===== src/bjtr_defs.vh =====
// Register map, field positions, reset values and timing for the block
`ifndef BJTR_DEFS_VH
`define BJTR_DEFS_VH
// ****************************************
// Register word indices (byte address is the index times four)
// ****************************************
`define BJTR_IDX_JUMPER       12'h1d2
`define BJTR_IDX_RESPONSE     12'h1d3
`define BJTR_IDX_IRQ_STATUS   12'h1d4
`define BJTR_IDX_IRQ_MASK     12'h1d5
`define BJTR_ADDR_W           14
// ****************************************
// Field positions
// ****************************************
`define BJTR_JMP_ONE_BIT      1
`define BJTR_JMP_TWO_BIT      0
`define BJTR_TO_FLAG_BIT      7
`define BJTR_TO_ACT_HI        5
`define BJTR_TO_ACT_LO        4
`define BJTR_MON_FLAG_BIT     3
`define BJTR_MON_ACT_HI       1
`define BJTR_MON_ACT_LO       0
// ****************************************
// Action encodings and reset values
// ****************************************
`define BJTR_ACT_NONE         2'h0
`define BJTR_ACT_WARM         2'h1
`define BJTR_ACT_COLD         2'h2
`define BJTR_ACT_OFF          2'h3
`define BJTR_MON_THERMAL      2'h1
`define BJTR_ACT_RESET        2'h0
`define BJTR_MASK_RESET       2'h0
// ****************************************
// Timing
// ****************************************
`define BJTR_CLK_HZ           25000000
`define BJTR_COLD_OFF_MS      4000
`define BJTR_WARM_RST_US      100
`endif


===== src/bjtr_ctrl.v =====
// Jumper report and watchdog/monitor timeout response controller
`timescale 1ns/100ps
`include "bjtr_defs.vh"
// ****************************************
// Contract
// ****************************************
//
// Contract
// - Read-only jumper register at 0x1d2 whose bits 7 to 2 read zero.
// - Jumper bit 1 shows the first jumper, 1 when fitted, write-proof.
// - Jumper bit 0 shows the second jumper, 1 when fitted, write-proof.
// - An 8-bit timeout response register sits at 0x1d3.
// - Resets, power-off and interrupts fire on a flag pin going low; bits 7, 3 and the thermal alarm follow the pin level.
// - Response bit 7 reads 1 while the timeout flag pin is low.
// - Bits 5:4 pick the timeout action, 00 nothing and 01 warm reset.
// - Warm reset pulses a system reset while power stays on.
// - Cold reset drops board power about four seconds then restores.
// - A power-off action turns the board off on a timeout.
// - Response bit 3 reads 1 while the monitor alert pin is low.
// - Bits 1:0 pick the monitor action: none, thermal alarm, cold.
module bjtr_ctrl #(
  parameter integer COLD_OFF_CYCLES =
    (`BJTR_CLK_HZ / 1000) * `BJTR_COLD_OFF_MS,
  parameter integer WARM_CYCLES =
    (`BJTR_CLK_HZ / 1000000) * `BJTR_WARM_RST_US
) (
  input  wire        clk,
  input  wire        nrst,
  input  wire [13:0] wb_adr_i,
  input  wire [31:0] wb_dat_i,
  output reg  [31:0] wb_dat_o,
  input  wire        wb_we_i,
  input  wire [3:0]  wb_sel_i,
  input  wire        wb_cyc_i,
  input  wire        wb_stb_i,
  output reg         wb_ack_o,
  input  wire        jumper_input_one,
  input  wire        jumper_input_two,
  input  wire        timeout_flag_pin,
  input  wire        monitor_alert_pin,
  output reg         sys_reset_n,
  output reg         board_power_en,
  output reg         thermal_alarm_out,
  output wire        irq
);

// ****************************************
// Reset release and pin synchronisers
// ****************************************
reg  [1:0] rst_sync;
wire       rst_n = rst_sync[1];
always @(posedge clk or negedge nrst) begin
  if (!nrst) rst_sync <= 2'h0;
  else rst_sync <= {rst_sync[0], 1'b1};
end

reg  [3:0] pin_s1;
reg  [3:0] pin_s2;
always @(posedge clk or negedge rst_n) begin
  if (!rst_n) begin
    pin_s1 <= 4'hf;
    pin_s2 <= 4'hf;
  end else begin
    pin_s1 <= {jumper_input_one, jumper_input_two,
               timeout_flag_pin, monitor_alert_pin};
    pin_s2 <= pin_s1;
  end
end
wire jmp_one   = pin_s2[3];
wire jmp_two   = pin_s2[2];
wire to_active = ~pin_s2[1];
wire mon_active = ~pin_s2[0];

reg  to_prev;
reg  mon_prev;
wire to_rise  = to_active & ~to_prev;
wire mon_rise = mon_active & ~mon_prev;

// ****************************************
// Register file
// ****************************************
reg  [1:0] timeout_action_select;
reg  [1:0] monitor_action_select;
reg  [1:0] irq_status;
reg  [1:0] irq_mask;

wire [11:0] idx  = wb_adr_i[13:2];
wire        req  = wb_cyc_i & wb_stb_i & ~wb_ack_o;
wire        wr0  = req & wb_we_i & wb_sel_i[0];
wire        rd   = req & ~wb_we_i;

wire [7:0] jumper_input_reg =
  {6'h00, jmp_one, jmp_two};
wire [7:0] timeout_response_reg =
  {to_active, 1'b0, timeout_action_select,
   mon_active, 1'b0, monitor_action_select};

reg [7:0] rd_mux;
always @* begin
  case (idx)
    `BJTR_IDX_JUMPER:     rd_mux = jumper_input_reg;
    `BJTR_IDX_RESPONSE:   rd_mux = timeout_response_reg;
    `BJTR_IDX_IRQ_STATUS: rd_mux = {6'h00, irq_status};
    `BJTR_IDX_IRQ_MASK:   rd_mux = {6'h00, irq_mask};
    default:              rd_mux = 8'h00;
  endcase
end

// Read of the status clears it, but a fresh event in that cycle wins
wire clr_stat = rd & (idx == `BJTR_IDX_IRQ_STATUS);
always @(posedge clk or negedge rst_n) begin
  if (!rst_n) begin
    wb_ack_o <= 1'b0;
    wb_dat_o <= 32'h0;
    timeout_action_select <= `BJTR_ACT_RESET;
    monitor_action_select <= `BJTR_ACT_RESET;
    irq_mask   <= `BJTR_MASK_RESET;
    irq_status <= 2'h0;
    to_prev    <= 1'b0;
    mon_prev   <= 1'b0;
  end else begin
    wb_ack_o <= req;
    wb_dat_o <= rd ? {24'h0, rd_mux} : 32'h0;
    to_prev  <= to_active;
    mon_prev <= mon_active;
    if (wr0 && idx == `BJTR_IDX_RESPONSE) begin
      timeout_action_select <=
        wb_dat_i[`BJTR_TO_ACT_HI:`BJTR_TO_ACT_LO];
      monitor_action_select <=
        wb_dat_i[`BJTR_MON_ACT_HI:`BJTR_MON_ACT_LO];
    end
    if (wr0 && idx == `BJTR_IDX_IRQ_MASK)
      irq_mask <= wb_dat_i[1:0];
    irq_status <= (clr_stat ? 2'h0 : irq_status) | {mon_rise, to_rise};
  end
end
assign irq = |(irq_status & irq_mask);

// ****************************************
// Response sequencer
// ****************************************
localparam [1:0] ST_RUN  = 2'h0;
localparam [1:0] ST_WARM = 2'h1;
localparam [1:0] ST_COLD = 2'h2;
localparam [1:0] ST_OFF  = 2'h3;

reg  [1:0]  state;
reg  [31:0] cnt;
reg  [1:0]  next_state;
reg  [31:0] next_cnt;

// Acting on the edge only: a flag held low does not loop resets forever
wire go_warm = to_rise && timeout_action_select == `BJTR_ACT_WARM;
wire go_cold = (to_rise && timeout_action_select == `BJTR_ACT_COLD) ||
               (mon_rise && monitor_action_select == `BJTR_ACT_COLD);
wire go_off  = to_rise && timeout_action_select == `BJTR_ACT_OFF;

always @* begin
  next_state = state;
  next_cnt   = cnt;
  case (state)
    ST_RUN: begin
      if (go_off) next_state = ST_OFF;
      else if (go_cold) begin
        next_state = ST_COLD;
        next_cnt   = COLD_OFF_CYCLES;
      end else if (go_warm) begin
        next_state = ST_WARM;
        next_cnt   = WARM_CYCLES;
      end
    end
    ST_WARM, ST_COLD: begin
      if (cnt <= 32'h1) next_state = ST_RUN;
      else next_cnt = cnt - 32'h1;
    end
    ST_OFF:  next_state = ST_OFF; // Only a reset brings power back
    default: next_state = ST_RUN;
  endcase
end

always @(posedge clk or negedge rst_n) begin
  if (!rst_n) begin
    state <= ST_RUN;
    cnt   <= 32'h0;
    sys_reset_n <= 1'b1;
    board_power_en <= 1'b1;
    thermal_alarm_out <= 1'b0;
  end else begin
    state <= next_state;
    cnt   <= next_cnt;
    sys_reset_n <= (next_state == ST_RUN);
    board_power_en <= (next_state != ST_COLD) &&
                      (next_state != ST_OFF);
    thermal_alarm_out <= mon_active &&
      monitor_action_select == `BJTR_MON_THERMAL;
  end
end

endmodule // bjtr_ctrl


===== config.mk =====
export PLATFORM = sky130hd
export DESIGN_NAME = bjtr_ctrl
export DESIGN_NICKNAME = d
export VERILOG_FILES = /design/src/bjtr_ctrl.v
export VERILOG_INCLUDE_DIRS = /design/src /design/src/src
export SDC_FILE = /design/constraint.sdc
export NUM_CORES = 1
export LEC_CHECK = 0
export BUFFER_PORTS_ARGS = -buffer_cell sky130_fd_sc_hd__buf_4
export CAP_MARGIN = 20
export CORE_MARGIN = 8
export CORE_UTILIZATION = 41
export CTS_CLUSTER_DIAMETER = 60
export CTS_CLUSTER_SIZE = 40
export DETAILED_ROUTE_END_ITERATION = 6
export PLACE_DENSITY = 0.68
export SLEW_MARGIN = 5
export SYNTH_ARGS = -nofsm -noshare
export SYNTH_HDL_FRONTEND = slang
export SYNTH_SLANG_ARGS = --single-unit

===== constraint.sdc =====
create_clock -name clk -period 1.8 [get_ports clk]
set_input_delay 0.18 -clock clk [delete_from_list [all_inputs] [get_ports clk]]
set_output_delay 0.18 -clock clk [all_outputs]
set_load 0.01 [all_outputs]

Yosys cells after proc, flatten, opt, wreduce, memory -nomap -nowiden
Index checks and enable logic that the tools add are counted.

Magnitude comparators: 1. $add $sub $neg: 1. Bitwise gates (word level): 16. Equality and inequality tests: 17. Multiplexer cells: 13. Reduce and logical (&&, ||, !) cells: 15.

Operator list (number): $mux W32 (4); $pmux W32 S2 (1); $eq A12 B9 Y1 const B (4); $le A32 B1 Y1 const B (1); $pmux W8 S4 (1); $sub A32 B1 Y32 const B (1); $eq A2 B2 Y1 const B (5); $mux W2 (5); $and A1 B1 Y1 (8); $logic_and A1 B1 Y1 (8); $mux W8 (1); $ne A2 B2 Y1 const B (4); $eq A2 B1 Y1 const B (3); $not A1 Y1 (6); $pmux W2 S3 (1); $logic_not A2 Y1 (2); $reduce_and A4 Y1 (1); $reduce_or A2 Y1 (2); $ne A3 B3 Y1 const B (1); $and A2 B2 Y2 (1); $or A2 B2 Y2 (1); $reduce_bool A2 Y1 (1); $logic_or A1 B1 Y1 (1).

Register bits after elaboration: 66. Output and inout bits: 37. Logic and storage cells: 79.

Logic depth before layout (Yosys ltp)
Gate-level depths: netlist (run 1).

Word-level depth: 9. Gate-level depth with buffers: 9.

Worst setup path before layout (run 1)
No wires, ideal clock.

Path kind: register -> register. Start point: register cnt[0]. End point: register cnt[26]. Setup slack: -0.470 ns. Data required time: 1.674 ns. Cell stages (with the launch flop): 9. Setup time: 0.126 ns. Buffers on the path: 0. Arrival: 2.144 ns. Cells stage by stage: dfrtp_1 > inv_1 > ha_1 > or3b_2 > nor2_1 > nand3_1 > o31ai_1 > o21ai_0 > a221o_1.

Longest elaborated chain between the ends: 3.

RTL lines: start: declaration (RTL line bjtr_ctrl.v:148) `reg [31:0] cnt;`; start signal: assignment (RTL line bjtr_ctrl.v:190) `cnt <= next_cnt;`; $sub A32 B1 Y32 or $le A32 B1 Y1 (tied branches) (RTL line bjtr_ctrl.v:174, bjtr_ctrl.v:173); $mux W32 or $ne A2 B2 Y1 (tied branches); $pmux W32 S2 or $reduce_and A4 Y1 (tied branches).

Several ways; a longest one is shown, not always the timed one. The select of a mux whose other input is x is not followed. A chain may end at the register's enable or synchronous reset.

Final worst setup path (run 1)
Start point: register cnt[11]. End point: register cnt[28].

Same word-level chain as after synthesis.

==> metrics.md, run 1 <==
| Metric | Value |
|---|---|
| Layout cells sized above 1 | `0.450` |
| Tmin final | `2.23 ns` |
| Worst stage delay on the critical path | `0.59 ns` |
| Die Width | `107 microns` |
| Worst flop-to-flop path endpoint | `cnt[28]` |
| Post-synth EDFFs | `0` |
| Setup crit end kind | `register` |
| Cell with the most instances after synthesis | `dfrtp_1` |
| # diodes | `0` |
| CTS Sinks | `64` |
| Post-synth top area cell | `dfrtp_1` |
| Routed wl met3 | `471 microns` |
| Pins Over Slew Limit | `0` |
| Fin nets | `541` |
| Final setup fails | `35` |
| Post-synthesis async set-or-reset flop share | `1.00` |
| # DRC | `0` |
| Synth Area per Inst | `10.0 sq um` |
| Top cell type's share of synthesized area | `0.397` |
| Crit path from | `cnt[11]` |
| CP max-delay cell | `or4_4` |
| Overall die area | `0.0115 sq mm` |
| Global-route wire length before repair | `14600 microns` |
| Congestion Overflow GR | `0` |
| Post-DP HPWL | `6490 microns` |
| Worst setup margin | `-0.427 ns` |
| Gpl congestion | `0.848` |
| Row count | `33` |
| R2R depth | `5` |
| Fillers | `658` |
| Top cells by count, synth | `dfrtp_1 (54), nor2_1 (33), buf_4 (26)` |
| Reg2reg setup slack | `-0.43 ns` |
| Worst EP arrival | `2.51 ns` |
| Final period util | `1.24` |
| Routed wl met2 | `4700 microns` |
| 1st-iter DRT viols | `173` |
| Run status | `finished, violations left` |
| HP Start | `wb_dat_i[5]` |
| Wire per inst | `15.8 microns` |
| Clock buffer depth | `2` |
| Root Buffer | `clkbuf_8` |
| VDD IR max | `407 uV` |
| Unique masters post-synth | `56` |
| CORE AREA | `0.00813 sq mm` |
| Seq/Total Area, Yosys | `0.474` |
| Leak pwr | `2.34 nW` |
| Hold crit path type | `input pin to register` |
| CTS tree | `yes` |
| Final hold violations | `0` |
| Max FO, Critical Path | `3` |
| H-tree depth | `3` |
| Hold Path Stages | `2` |
| Fin Setup TNS | `-9.23 ns` |
| Met1 wire length | `3830 microns` |
| Area Growth Syn to Fin | `45.9%` |
| #FFs+latches synth | `64` |
| Reg clk slew, reported paths | `0.08 ns` |
| P per Cell Area | `582 mW/mm^2` |
| TritonCTS buffer count | `9` |
| Max frequency | `449 MHz` |
| Critical Path Source Type | `register` |
| Antenna-violating nets left | `0` |
| Pin count of the biggest net entering global routing | `26` |
| Max Cap Viol | `0` |
| Initial Util | `0.419` |
| Ys Warns | `0` |
| Syn Inst Count | `339` |
| Worst-Skew Late Latency | `0.35 ns` |
| Setup WS pre-CTS | `-0.402 ns` |
| Routed vias/inst | `5.27` |
| WHS Endpoint | `timeout_action_select[1]` |
| DR vias | `3092` |
| Drt total wl | `9250 microns` |
| Clk_skew | `0.00696 ns` |
| Synth area leaders | `dfrtp_1 (40%), dfstp_2 (7.7%), buf_4 (5.7%)` |
| Chip height | `107 microns` |
| Mapped Area | `0.00341 sq mm` |
| Violated checks | `negative setup slack` |
| IO Port Bufs | `36` |
| Vias in the first global route | `3076` |
| Antenna violations before repair | `0` |
| DR pass1 iterations | `5` |
| Dominant synthesized flop cell | `dfrtp_1` |
| IO Pins | `96` |
| CP Class | `register to register` |
| RSZ-0062 raised after global routing | `yes` |
| FF-to-FF Start | `cnt[11]` |
| Cell chain of the critical path | `or4_4 > nor4_4 > nand3_2 > or4_1 > a21oi_1` |
| Max layer used | `met4` |
| Crit path required time | `2.08 ns` |
| Gr usage total | `0.161` |
==> flip-flops by register name, indices dropped and copies added (netlist names) <==
register               count
irq_mask                   2
monitor_action_select      2
state                      2
cnt                       32
pin_s1                     4
pin_s2                     4
timeout_action_select      2
wb_dat_o                   6
to_prev                    1
wb_ack_o                   1
mon_prev                   1
sys_reset_n                1
rst_sync                   2
thermal_alarm_out          1
irq_status                 2
board_power_en             1
==> worst max-delay path: cells and delay by family (launching register included) <==
kind | cells | cell delay (ns)
AOI/OAI and AO/OA | 1 | 0.15
DFF | 1 | 0.39
and+or+nand+nor | 4 | 1.62
==> how the worst max path moves through the flow <==
stage	end	cells after the start	slack [ns]
floorplan	cnt[28]	5	-0.33
global placement	cnt[23]	7	-0.35
detailed placement	cnt[23]	7	-0.40
CTS	cnt[28]	5	-0.42
global route	cnt[26]	7	-0.50
finish	cnt[28]	5	-0.43
==> logic make-up (layout without fill, tap and decap cells) <==
logic type      count (synthesis)  count (layout)  synth area share
compound gates                 63              63             0.131
other cells                     2              27           0.00221
xor+xnor                       12              12            0.0309
fa+ha+maj                       5               5            0.0184
flops                          64              64             0.474
mux                             8               8            0.0265
buf+inv                        45             163            0.0790
simple gates                  140             140             0.238
==> cell usage in the layout, fill, tap and decap left out, types with 4 or more instances in the layout <==
cell           count
inv_2              4
nor4_1             5
nand4_1            6
buf_4            123
nor2_1            30
o21ai_1            4
clkbuf_8          10
nand2_1           19
o21ai_0            8
inv_1              5
nand3_2            5
a21oi_1            9
and3_1             5
a22oi_1            4
o31ai_1            5
mux2_2             8
dfstp_2           10
dlygate4sd3_1      5
conb_1            27
dfrtp_1           52
or4_1              9
xor2_1            11
buf_6              7
nor3_1             8
nand3_1           11
==> per-stage QoR <==
stage / hold WS, ns / cells / util / power (mW) / instance area (sq um)
finish: 0.0629 / 587 / 0.611 / 2.89 / 4970
global route: 0.0435 / 587 / 0.611 / 3.00 / 4970
CTS: 0.0598 / 585 / 0.597 / 2.91 / 4860
detailed placement: -0.0360 / 560 / 0.546 / 1.63 / 4440
global placement: -0.0366 / 560 / 0.546 / 1.63 / 4440
floorplan: -0.116 / 364 / - / 1.60 / 3580
==> layer usage <==
metal | track usage | vias to the layer above
li1 | - | 1474
met1 | 0.186 | 1503
met2 | 0.264 | 93
met3 | 0.0360 | 22
met4 | 0.0995 | 0
met5 | 0 | -
==> report_power, final <==
part	switching, mW	internal [mW]
combinational	0.0715	0.0639
sequential	0.0153	1.46
clock	0.599	0.681
total	0.686	2.20
==> repair_timing <==
action,CTS,global route
hold buffers,5,0
setup endpoints to repair,36,36
buffers inserted,4,2
hold endpoints to repair,6,0
gates resized for setup,28,19
pin swaps,8,6
==> layout make-up <==
cell class / instances / area (sq um) / share of cell area
inverter: 10 / 40.0 / 0.00806
timing repair buffer: 137 / 1090 / 0.220
sequential: 64 / 1620 / 0.325
tap: 105 / 131 / 0.0264
clock buffer: 10 / 138 / 0.0277
multi-input combinational: 255 / 1880 / 0.379
clock inverter: 6 / 67.6 / 0.0136
Note: power is estimated with default switching activity, not from simulation.
==> run 2, diff against run 1 <==
--- a/config.mk
+++ b/config.mk
@@ -8,9 +8,8 @@
 export LEC_CHECK = 0
 export BUFFER_PORTS_ARGS = -buffer_cell sky130_fd_sc_hd__buf_4
 export CAP_MARGIN = 20
-export CORE_MARGIN = 8
+export CORE_MARGIN = 2
 export CORE_UTILIZATION = 41
-export CTS_CLUSTER_DIAMETER = 60
 export CTS_CLUSTER_SIZE = 40
 export DETAILED_ROUTE_END_ITERATION = 6
 export PLACE_DENSITY = 0.68
==> run 2 against run 1 <==
The run still ends with negative setup slack left. Fmax is 3.0% lower. Power is 0.26% higher. Non-clock buffer count is 16 higher. Worst setup slack worse by 0.069 ns. Sequential share of layout area is 2.5 points lower. Core utilization is 5.0 points higher. Largest cell class unchanged. Cell count is 2.9% higher. Combinational power hardly changed.
==> metrics.md, run 2 (synthesis gave the netlist of run 1 again) <==
| Metric | Value |
|---|---|
| Top reg by flops | `cnt` |
| Worst EP arrival | `2.53 ns (+0.02 ns)` |
| Chip height | `95.1 microns (-11%)` |
| IO Port Bufs | `36 (unchanged)` |
| P per Cell Area | `539 mW/mm^2 (-7.4%)` |
| Pins Over Slew Limit | `0 (unchanged)` |
| Final hold violations | `0 (unchanged)` |
| Clk_skew | `0.00984 ns (+0.00289 ns)` |
| Worst-Skew Late Latency | `0.36 ns (about the same)` |
| Power Internal | `2.20 mW (about the same)` |
| Post-route insts no fill | `604 (+2.9%)` |
| Seq pwr share | `0.508 (-0.002)` |
| CORE AREA | `0.00813 sq mm (unchanged)` |
| Post-DP HPWL | `6110 microns (-5.7%)` |
| Critical Path Most Common Cell | `buf_6` |
| Congestion Overflow GR | `0 (unchanged)` |
| Buffers & Inverters on Critical Path | `3 (+3)` |
| Dpl cells | `562 (+0.36%)` |
| H-tree depth | `3 (unchanged)` |
| Routed vias/inst | `5.62 (+6.7%)` |
| Sw Pwr | `693 uW (+1.0%)` |
| Reg clk slew, reported paths | `0.07 ns (about the same)` |
| Critical Path Source Type | `register` |
| Global-route wire length before repair | `15500 microns (+6.4%)` |
| VDD IR max | `344 uV (-16%)` |
| DR vias | `3394 (+9.8%)` |
| Largest registers | `cnt (32), wb_dat_o (6)` |
| Tot Pwr | `2.90 mW (+0.26%)` |
| Number of flip-flops in the largest register | `32 (unchanged)` |
| Clock buffer depth | `2 (unchanged)` |
| CTS Sinks | `64 (unchanged)` |
| 1st-iter DRT viols | `357 (+110%)` |
| Run status | `finished, violations left` |
| Initial Util | `0.419 (unchanged)` |
| Layout cells sized above 1 | `0.539 (+0.0889)` |
| Area Growth Syn to Fin | `57.9%` |
| Wire per inst | `17.4 microns (+11%)` |
| Die Width | `95.1 microns (-11%)` |
| Max frequency | `436 MHz (-3.0%)` |
| RSZ-0062 raised after global routing | `yes` |
| IO Pins | `96 (unchanged)` |
| Fillers | `562 (-15%)` |
| Gr usage total | `0.226 (+0.0649)` |
| Overall die area | `0.00905 sq mm (-21%)` |
| Max Cap Viol | `0 (unchanged)` |
| DR pass1 iterations | `5 (unchanged)` |
| Cell chain of the critical path | `or4_4 > buf_4 > nor3_4 > nand4_1 > buf_6 > buf_6 > nand3_4 > nor2_2 > a211o_1` |
| Worst setup margin | `-0.495 ns (-0.0686 ns)` |
| Crit path required time | `2.04 ns (-0.04 ns)` |
| Root Buffer | `clkbuf_8` |
| TritonCTS buffer count | `9 (unchanged)` |
| Setup crit end kind | `register` |
| CP max-delay cell | `or4_4` |
| CP Class | `register to register` |
| Clock share of power | `0.444 (about the same)` |
| Tmin final | `2.30 ns (+0.0686 ns)` |
| Crit-path leading delay family | `simple AND/OR/NAND/NOR gates` |
| Row count | `33 (unchanged)` |
| Sw Ratio | `0.239 (+0.00186)` |
| Max FO, Critical Path | `5 (+2)` |
| Most frequent cells in the layout | `buf_4 (125), dfrtp_1 (52), nor2_1 (30)` |
| # DRC | `0 (unchanged)` |
| Drt total wl | `10500 microns (+14%)` |
| Hold crit path type | `input pin to register` |
| Violated checks | `negative setup slack` |
| Pin count of the biggest net entering global routing | `36 (+38%)` |
| Fin nets | `558 (+3.1%)` |
| Final setup fails | `36 (+2.9%)` |
| Antenna violations before repair | `0 (unchanged)` |
| Logic pwr share | `0.048 (about the same)` |
| # diodes | `0 (unchanged)` |
| Antenna-violating nets left | `0 (unchanged)` |
| Leak pwr | `2.46 nW (+5.1%)` |
| CTS tree | `yes` |
| Final period util | `1.28 (+0.0381)` |
| Commonest non-fill, non-tap cell in the layout | `buf_4` |
| Vias in the first global route | `3289 (+6.9%)` |
| Gpl congestion | `0.926 (+9.2%)` |
| Worst stage delay on the critical path | `0.58 ns (about the same)` |
-- run 2: cell count changes in the layout (fill, tap and decap cells not counted), sizes merged --
cell | before | now
buf | 132 | 148
nand2 | 20 | 21
-- run 2: timing repair --
| action | in CTS | in global routing |
|---|---|---|
| cloned | 1 | 0 |
| pin swaps | 39 | 24 |
| hold endpoints to repair | 6 | 0 |
| gates resized for setup | 85 | 23 |
| hold buffers | 5 | 0 |
| buffers inserted | 13 | 9 |
| endpoints found under the setup margin | 36 | 36 |
-- run 2: per-layer routing --
metal | global-route usage | wire length, microns | vias to the layer above
li1 | - | - | 1506
met1 | 0.264 | 4120 | 1644
met2 | 0.383 | 5220 | 182
met3 | 0.0506 | 693 | 62
met4 | 0.122 | 501 | 0
met5 | 0 | 0 | -
-- run 2: path summary, 6_finish.rpt --
kind,end,slack [ns],startpoint,depth (start not counted)
setup / recovery,cnt[13],-0.50,cnt[11],9
hold reg to reg,cnt[4],0.15,rst_sync[1],0
max in group asynchronous,cnt[15],1.10,rst_sync[1],1
hold / removal,timeout_action_select[0],0.06,wb_dat_i[4],2
setup reg to reg,cnt[13],-0.50,cnt[11],9
min in group asynchronous,rst_sync[0],0.14,nrst,2
-- run 2: stage by stage --
| stage | setup TNS, ns | utilization | area, sq um | hold WS [ns] | setup slack [ns] |
|---|---|---|---|---|---|
| global route | -15.85 | 0.661 | 5380 | 0.0604 | -0.571 |
| global placement | -8.78 | 0.547 | 4450 | -0.0379 | -0.360 |
| finish | -13.44 | 0.661 | 5380 | 0.0629 | -0.495 |
| CTS | -8.01 | 0.639 | 5190 | 0.0557 | -0.386 |
| floorplan | -7.52 | - | 3580 | -0.116 | -0.333 |
| detailed placement | -10.14 | 0.547 | 4450 | -0.0367 | -0.402 |
-- run 2: power by group through the flow --
stage                     combinational (mW)  clock (mW)  sequential (mW)
final                                  0.138        1.29             1.47
after global routing                   0.155        1.38             1.47
after CTS                              0.139        1.31             1.47
after detailed placement               0.130           0             1.50
after global placement                 0.128           0             1.50
after floorplan                       0.0825           0             1.51
-- run 2: worst reg2reg max path: cells and delay by family (launching register included) --
kind / cells / cell delay (ns)
AOI/OAI and AO/OA: 1 / 0.26
buffers and inverters: 3 / 0.48
DFF: 1 / 0.39
and+or+nand+nor: 5 / 1.05
-- run 2: final cells by class --
class                   instances  area [sq um]  share of cell area
multi-input cells             256          2110               0.392
inverters                      10          37.5             0.00698
repair buffers                153          1280               0.238
clock inverters                 6          67.6              0.0126
well taps                     105           131              0.0244
flip-flops and latches         64          1620               0.301
clock buffers                  10           138              0.0256
